===== config.mk =====
export PLATFORM = sky130hd
export DESIGN_NAME = twcwd_top
export DESIGN_NICKNAME = d
export VERILOG_FILES = /design/src/twcwd_pkg.sv /design/src/twcwd_top.sv
export VERILOG_INCLUDE_DIRS = /design/src
export SDC_FILE = /design/constraint.sdc
export NUM_CORES = 1
export LEC_CHECK = 0
export ABC_AREA = 1
export BUFFER_PORTS_ARGS = -buffer_cell sky130_fd_sc_hd__buf_2
export CAP_MARGIN = 20
export CORE_AREA = 2 2 64 66
export DETAILED_ROUTE_END_ITERATION = 10
export DIE_AREA = 0 0 66 68
export PLACE_DENSITY_LB_ADDON = 0.1
export SLEW_MARGIN = 20
export SYNTH_ARGS = -nofsm -noshare
export SYNTH_HDL_FRONTEND = slang
export SYNTH_SLANG_ARGS = --single-unit

===== constraint.sdc =====
create_clock -name core_clk -period 3.6 [get_ports core_clk]
set_input_delay 0.18 -clock core_clk [delete_from_list [all_inputs] [get_ports core_clk]]
set_output_delay 0.18 -clock core_clk [all_outputs]
set_load 0.02 [all_outputs]

===== src/twcwd_map.svh =====
// timing and field constants for the two-wire clock watchdog
// assumes a 100 MHz core clock sampling all pins
//
// Operation
// RULE1 - In two-wire mode the reset pin gives no hard reset and serves as oversampling bit zero.
// RULE2 - In two-wire mode the watchdog timer starts on every rising edge of the serial clock.
// RULE3 - A clock high longer than the timeout causes a full chip reset of settings and channels.
// RULE4 - A clock that falls before the timeout clears the timer until the next rising edge.
// RULE5 - The host clocks at 138.9 kHz or more, one over twice the 3.6 us minimum timeout.
// RULE6 - A clock held low never causes a watchdog reset, however long.
// RULE7 - To leave two-wire mode the host drives interface select low and holds it through the reset.
// RULE8 - The interface mode is latched from interface select when leaving any reset.
// RULE9 - In two-wire mode the five configuration pins are captured on the interface select rise.
// RULE10 - The host keeps the clock toggling continuously in two-wire mode.
// RULE11 - In serial peripheral interface mode the watchdog stays cleared and cannot reset the chip.
`ifndef TWCWD_MAP_SVH
`define TWCWD_MAP_SVH
// ==========================================
// timing
`define TWCWD_CLK_PERIOD_NS  10
`define TWCWD_TIMEOUT_NS     3600
`define TWCWD_TIMEOUT_CYC    ((`TWCWD_TIMEOUT_NS + `TWCWD_CLK_PERIOD_NS - 1) / `TWCWD_CLK_PERIOD_NS)
`define TWCWD_CNT_W          12
`define TWCWD_RST_PULSE_CYC  4
// ==========================================
// configuration word fields
`define TWCWD_CFG_W          5
`define TWCWD_CFG_RST        5'h00
// ==========================================
// synchroniser bit positions
`define TWCWD_POS_SCK        6
`define TWCWD_POS_SEL        5
`define TWCWD_POS_OS_BIT0    4
`define TWCWD_POS_OS_BIT1    3
`define TWCWD_POS_BOOST      2
`define TWCWD_POS_GAIN_BIT0  1
`define TWCWD_POS_GAIN_BIT1  0
`endif


===== src/twcwd_pkg.sv =====
// types for the two-wire clock watchdog
// assumes twcwd_map.svh is on the include path
`include "twcwd_map.svh"
package twcwd_pkg;
  // ==========================================
  // captured configuration
  typedef struct packed {
    logic [1:0] ch0_gain;
    logic       boost;
    logic [1:0] osr;
  } twcwd_cfg_t;
  typedef enum logic [1:0] {
    TWCWD_IDLE,
    TWCWD_TIMING,
    TWCWD_FIRE
  } twcwd_state_t;
endpackage


===== src/twcwd_top.sv =====
// watchdog reset for the two-wire output-only interface mode
// assumes all pins are asynchronous to core_clk and get synchronised here
`timescale 1ns/1ps
`include "twcwd_map.svh"
module twcwd_top #(
  parameter int TIMEOUT_CYC = `TWCWD_TIMEOUT_CYC,
  parameter int PULSE_CYC   = `TWCWD_RST_PULSE_CYC
) (
  // clock and reset
  input  wire logic                     core_clk,
  input  wire logic                     rst,
  // pins
  input  wire logic                     serial_clk_pin,
  input  wire logic                     interface_select_pin,
  input  wire logic                     oversampling_select_bit0,
  input  wire logic                     oversampling_select_bit1,
  input  wire logic                     boost_select,
  input  wire logic                     ch0_gain_select_bit0,
  input  wire logic                     ch0_gain_select_bit1,
  // outputs
  output logic                          two_wire_mode,
  output logic                          chip_reset,
  output logic                          hard_reset,
  output twcwd_pkg::twcwd_cfg_t         cfg
);
  // ==========================================
  // synchronisers
  logic [6:0] sync1;
  logic [6:0] sync2;
  logic       sck_d;
  logic       sel_d;
  always_ff @(posedge core_clk) begin
    sync1 <= {serial_clk_pin, interface_select_pin, oversampling_select_bit0,
              oversampling_select_bit1, boost_select, ch0_gain_select_bit0,
              ch0_gain_select_bit1};
    sync2 <= sync1;
  end
  // synchronised levels, positions as packed into sync1 above
  wire sck       = sync2[`TWCWD_POS_SCK];
  wire sel       = sync2[`TWCWD_POS_SEL];
  wire os_bit0   = sync2[`TWCWD_POS_OS_BIT0];
  wire os_bit1   = sync2[`TWCWD_POS_OS_BIT1];
  wire boost_bit = sync2[`TWCWD_POS_BOOST];
  wire gain_bit0 = sync2[`TWCWD_POS_GAIN_BIT0];
  wire gain_bit1 = sync2[`TWCWD_POS_GAIN_BIT1];
  // edges of synchronised levels only, never of raw pins
  wire sck_ris   = sck & ~sck_d;
  wire sel_ris   = sel & ~sel_d;
  // configuration word as the pins show it now
  twcwd_pkg::twcwd_cfg_t pin_cfg;
  assign pin_cfg = '{ch0_gain: {gain_bit1, gain_bit0},
                     boost:    boost_bit,
                     osr:      {os_bit1, os_bit0}};
  // ==========================================
  // watchdog timer
  twcwd_pkg::twcwd_state_t state;
  twcwd_pkg::twcwd_state_t next_state;
  logic [`TWCWD_CNT_W-1:0] cnt;
  logic [`TWCWD_CNT_W-1:0] pcnt;
  logic                    in_reset;
  // counter has reached a limit; shared by timeout and pulse length
  function automatic logic reached(input logic [`TWCWD_CNT_W-1:0] c, input int lim);
    return c >= `TWCWD_CNT_W'(lim);
  endfunction
  // cnt holds whole cycles spent high since the timer started
  wire timeout    = reached(cnt, TIMEOUT_CYC);
  wire pulse_done = reached(pcnt, PULSE_CYC - 1);
  always_comb begin
    next_state = state;
    case (state)
      twcwd_pkg::TWCWD_IDLE: begin
        if (two_wire_mode && sck_ris) next_state = twcwd_pkg::TWCWD_TIMING; // see RULE2
      end
      twcwd_pkg::TWCWD_TIMING: begin
        if (!two_wire_mode || !sck) next_state = twcwd_pkg::TWCWD_IDLE;     // see RULE4 see RULE11
        else if (timeout) next_state = twcwd_pkg::TWCWD_FIRE;              // see RULE3
      end
      twcwd_pkg::TWCWD_FIRE: begin
        if (pulse_done) next_state = twcwd_pkg::TWCWD_IDLE;
      end
      default: next_state = twcwd_pkg::TWCWD_IDLE;
    endcase
  end
  wire fire = (state == twcwd_pkg::TWCWD_FIRE);
  always_ff @(posedge core_clk) begin
    if (rst) begin
      state <= twcwd_pkg::TWCWD_IDLE;
      cnt   <= '0;
      pcnt  <= '0;
    end else begin
      state <= next_state;
      // counter runs only while high and timing; see RULE6
      cnt   <= (next_state == twcwd_pkg::TWCWD_TIMING && state == twcwd_pkg::TWCWD_TIMING)
               ? cnt + 1'b1 : '0;
      pcnt  <= fire ? pcnt + 1'b1 : '0;
    end
  end
  // ==========================================
  // edge detector history
  always_ff @(posedge core_clk) begin
    if (rst) begin
      sck_d <= 1'b0;
      sel_d <= 1'b0;
    end else begin
      sck_d <= sck;
      sel_d <= sel;
    end
  end
  // ==========================================
  // mode latch on leaving a reset
  // rst just released, or a watchdog pulse just ended
  wire reset_exit = in_reset & ~fire;
  // reset pin released while it still acts as hard reset
  wire hard_exit  = hard_reset & os_bit0 & ~two_wire_mode;
  wire latch_mode = reset_exit | hard_exit;
  always_ff @(posedge core_clk) begin
    if (rst) begin
      in_reset      <= 1'b1;
      two_wire_mode <= 1'b0;
    end else begin
      in_reset <= fire;
      if (latch_mode) two_wire_mode <= sel; // see RULE8
    end
  end
  // ==========================================
  // reset outputs
  always_ff @(posedge core_clk) begin
    if (rst) begin
      chip_reset <= 1'b1;
      hard_reset <= 1'b0;
    end else begin
      chip_reset <= fire;
      // reset pin acts as hard reset only outside two-wire mode; see RULE1
      // held off while the mode is latched, so no stray pulse after reset
      hard_reset <= ~two_wire_mode & ~os_bit0 & ~in_reset;
    end
  end
  // ==========================================
  // configuration capture
  always_ff @(posedge core_clk) begin
    if (rst) begin
      cfg <= `TWCWD_CFG_RST;
    end else if (fire) begin
      cfg <= `TWCWD_CFG_RST; // see RULE3
    end else if (two_wire_mode && sel_ris) begin
      cfg <= pin_cfg; // see RULE9
    end
  end
  // ==========================================
  // checks
  property p_fire_after_high;
    @(posedge core_clk) disable iff (rst)
      (state == twcwd_pkg::TWCWD_TIMING && timeout && sck && two_wire_mode)
      |=> fire ##1 chip_reset;
  endproperty
  a_fire_after_high: assert property (p_fire_after_high) else $error("no reset on timeout"); // see RULE3
  property p_low_clears;
    @(posedge core_clk) disable iff (rst)
      (state == twcwd_pkg::TWCWD_TIMING && !sck) |=> state == twcwd_pkg::TWCWD_IDLE ##1 cnt == 0;
  endproperty
  a_low_clears: assert property (p_low_clears) else $error("timer not cleared on low"); // see RULE4
  property p_low_no_fire;
    @(posedge core_clk) disable iff (rst)
      (!sck && !$past(sck) && state != twcwd_pkg::TWCWD_FIRE) |=> !fire;
  endproperty
  a_low_no_fire: assert property (p_low_no_fire) else $error("reset while clock low"); // see RULE6
  property p_spi_idle;
    @(posedge core_clk) disable iff (rst)
      (!two_wire_mode && state != twcwd_pkg::TWCWD_FIRE) |=> !fire;
  endproperty
  a_spi_idle: assert property (p_spi_idle) else $error("watchdog active in spi mode"); // see RULE11
  property p_start_on_rise;
    @(posedge core_clk) disable iff (rst)
      (state == twcwd_pkg::TWCWD_IDLE && two_wire_mode && sck_ris)
      |=> state == twcwd_pkg::TWCWD_TIMING;
  endproperty
  a_start_on_rise: assert property (p_start_on_rise) else $error("timer not started"); // see RULE2
  property p_no_hard_in_2w;
    @(posedge core_clk) disable iff (rst)
      $past(two_wire_mode) |-> !hard_reset;
  endproperty
  a_no_hard_in_2w: assert property (p_no_hard_in_2w) else $error("hard reset in two-wire"); // see RULE1
  property p_mode_latch;
    @(posedge core_clk) disable iff (rst)
      (in_reset && !fire) |=> two_wire_mode == $past(sel);
  endproperty
  a_mode_latch: assert property (p_mode_latch) else $error("mode not latched"); // see RULE8
  // mode and configuration
  property p_cfg_capture;
    @(posedge core_clk) disable iff (rst)
      (two_wire_mode && sel_ris && !fire)
      |=> cfg.osr == {$past(os_bit1), $past(os_bit0)} ##0 $stable(two_wire_mode);
  endproperty
  a_cfg_capture: assert property (p_cfg_capture) else $error("config not captured"); // see RULE9
  property p_gain_capture;
    @(posedge core_clk) disable iff (rst)
      (two_wire_mode && sel_ris && !fire)
      |=> cfg.ch0_gain == {$past(gain_bit1), $past(gain_bit0)} && cfg.boost == $past(boost_bit);
  endproperty
  a_gain_capture: assert property (p_gain_capture) else $error("gain or boost not captured"); // see RULE9
  property p_hard_exit_latch;
    @(posedge core_clk) disable iff (rst)
      (hard_reset && os_bit0 && !two_wire_mode) |=> two_wire_mode == $past(sel) && !hard_reset;
  endproperty
  a_hard_exit_latch: assert property (p_hard_exit_latch) else $error("mode not latched"); // see RULE8
  // reset outputs
  property p_hard_follows_pin;
    @(posedge core_clk) disable iff (rst)
      (!two_wire_mode && !in_reset && !os_bit0) |=> hard_reset;
  endproperty
  a_hard_follows_pin: assert property (p_hard_follows_pin) else $error("no hard reset"); // see RULE1
  property p_pulse_len;
    @(posedge core_clk) disable iff (rst)
      $fell(fire) |-> $past(pcnt) == `TWCWD_CNT_W'(PULSE_CYC - 1);
  endproperty
  a_pulse_len: assert property (p_pulse_len) else $error("reset pulse length wrong"); // see RULE3
  // timer behaviour
  property p_fire_needs_high;
    @(posedge core_clk) disable iff (rst)
      $rose(fire) |-> $past(sck) && $past(timeout) && $past(two_wire_mode);
  endproperty
  a_fire_needs_high: assert property (p_fire_needs_high) else $error("reset without high"); // see RULE6
  property p_idle_cleared;
    @(posedge core_clk) disable iff (rst)
      (state == twcwd_pkg::TWCWD_IDLE) |-> cnt == '0;
  endproperty
  a_idle_cleared: assert property (p_idle_cleared) else $error("timer not clear in idle"); // see RULE4
endmodule


==> run summary <==
vias per inst - 4.50
clk sinks - 50
M1 WL - 1.35 mm
layout cells sized above 1 - 22.7%
Vert. Die Dim - 68 um
fmax - 736 MHz
clk_skew - 3.44 ps
Setup Buffers After CTS - 0
clock period minus worst slack - 1360 ps
num rows - 23
Worst path slowest cell - dfxtp_1
first-pass GRT wire length - 4.68 mm
Core Box Area - 3860 um2
pin count of the biggest net entering global routing - 17
final net count - 244
initial antenna violation count - 0
num ports - 17
die area - 4490 um2
peak supply drop - 334 uV
Worst-Skew Late Latency - 290 ps
crit-path cells - ha_1 -> nand3_1 -> nor2_1 -> nand3_1 -> xnor2_1 -> inv_1 -> nor2_2
clock buffer depth - 2
Yosys top cell area share - 55.2%
Final Setup Violations - 0
CTS Hold Bufs - 7
Max Slew Vio Count - 0
Seq/Total Area, Yosys - 55.2%
startpoint types - flop
hpwl dp - 1.96 mm
via count - 1274
RSZ-0062 raised after global routing - false
synthesis-stage register bit count - 50
Commonest cells post-synth - dfxtp_1, nand2_1, inv_1, nor2_1, a21oi_1
largest cells by area after synthesis - dfxtp_1, nand2_1, inv_1
Mapped Area - 1810 um2
root buf cell - clkbuf_8
Top Layer Used - met4
Pleak - 0.814 nW
DR WL met2 - 1.16 mm
number of buffers created by CTS - 5
non-filler cells, final - 283
post-cts resize count - 0
port bufs - 16
diodes inserted - 0
All-Layer GR Usage - 13.5%
total power - 0.942 mW
Worst Path Arrival - 1590 ps
post-route DRC violation count - 0
Post-synth EDFFs - 0
htree depth - 2
CP Buf/Inv Count - 1
Hold Crit Start - rst
Tcrit/Tclk final - 37.7%
remaining global-route overflow - 0
vias in the first global route - 1180
Reg clk slew, reported paths - 90 ps
CP Max Fanout - 4
Layout Utilization - 55.0%
Hold Crit Class - primary input to flop
Synth area leader - dfxtp_1
CP Capture Type - flop
YS warnings - 0
CP top delay family - simple AND/OR/NAND/NOR gates
DR WL met3 - 92 um
Synth Flop Type - dfxtp_1
drt wl/cell - 9.29 um
setup TNS - 0 ps
Setup WS post-layout - 2240 ps
Post-Route WL - 2.63 mm
Die W - 66 um
Yosys cell types - 30
final hold violations - 0
cell count after placement - 268
Power Density - 444 nW/um2
Setup WS pre-CTS - 2260 ps
Req. time, crit path - 3840 ps
Crit. Startpoint - cnt[0]
initial core utilization - 47.0%
# Max-Cap Violations - 0
Cells after Synth - 201
synthesis-to-layout area growth - 17.0%
DRT iter0 DRCs - 35
ANT nets after route - 0
syn_area_per_cell - 9.02 um2
kind of critical path - flop to flop
Detailed Routing Iterations Pass 1 - 4
outcome - completed
most frequent cell on the critical path - nand3_1
slowest stage delay, CP - 390 ps
ys async rst share - 0%
CTS tree - yes
GP Congestion - 0.813
count leader, synth - dfxtp_1
Reg-to-Reg Start - cnt[0]
[per-layer routing]
metal,GRT usage [%],vias up
li1,-,686
met1,17.3,563
met2,21.5,21
met3,4.61,4
met4,4.59,0
met5,0,-
[worst register-to-register path, stage by stage (launching register included)]
cell and delay (ps):
dfxtp_1 390, ha_1 200, nand3_1 120, nor2_1 180
nand3_1 110, xnor2_1 140, inv_1 60, nor2_2 90
[power by group]
group	internal [mW]	switching, mW
combinational	0.0146	0.0163
clock	0.158	0.179
sequential	0.567	0.00648
total	0.740	0.202
[worst paths after layout]
path | depth (start not counted) | slack (ps) | endpoint
max | 7 | 2240 | cnt[8]
max reg2reg | 7 | 2240 | cnt[8]
min reg2reg | 0 | 330 | sync2[2]
min | 2 | 190 | sck_d
[state kept, by name, summed over array words and instances, names as in the netlist]
signal and flops:
sync1 7, cfg 5, sel_d 1, state 2, cnt 12, hard_reset 1
sync2 7, two_wire_mode 1, sck_d 1, pcnt 12, chip_reset 1
[per-stage QoR]
step / hold slack (ps) / area, um2
after floorplan: 208 / 1820
final: 193 / 2120
after global routing: 208 / 2120
after global placement: 283 / 1950
after detailed placement: 284 / 1950
after CTS: 189 / 2120
[logic make-up after synthesis]
| kind of cell | synth area share [%] |
|---|---|
| flops | 55.2 |
| other cells | 0.207 |
| fa+ha+maj | 2.07 |
| simple gates | 24.9 |
| xor+xnor | 4.35 |
| compound gates | 6.83 |
| buf+inv | 6.42 |
[layout by cell type, fill, tap and decap left out, drive strengths merged, types with 2 or more instances in the layout]
master        n
nor3          5
clkinv        2
a21oi        14
clkbuf        6
buf          16
inv          27
nand3         6
nor2         35
xor2          4
nand2        36
dlygate4sd3   7
dfxtp        50
o21ai         4
xnor2         5
ha            3
conb          3
nand4         3
[cell type report]
cell class                 count  area (um2)
clock buffer                   6        82.6
clock inverter                 2        16.3
fill                         357        1740
inverter                      28         105
multi-input combinational    124         703
sequential                    50        1000
tap                           50        62.6
timing repair buffer          23         150
(Power assumes the default switching activity.)
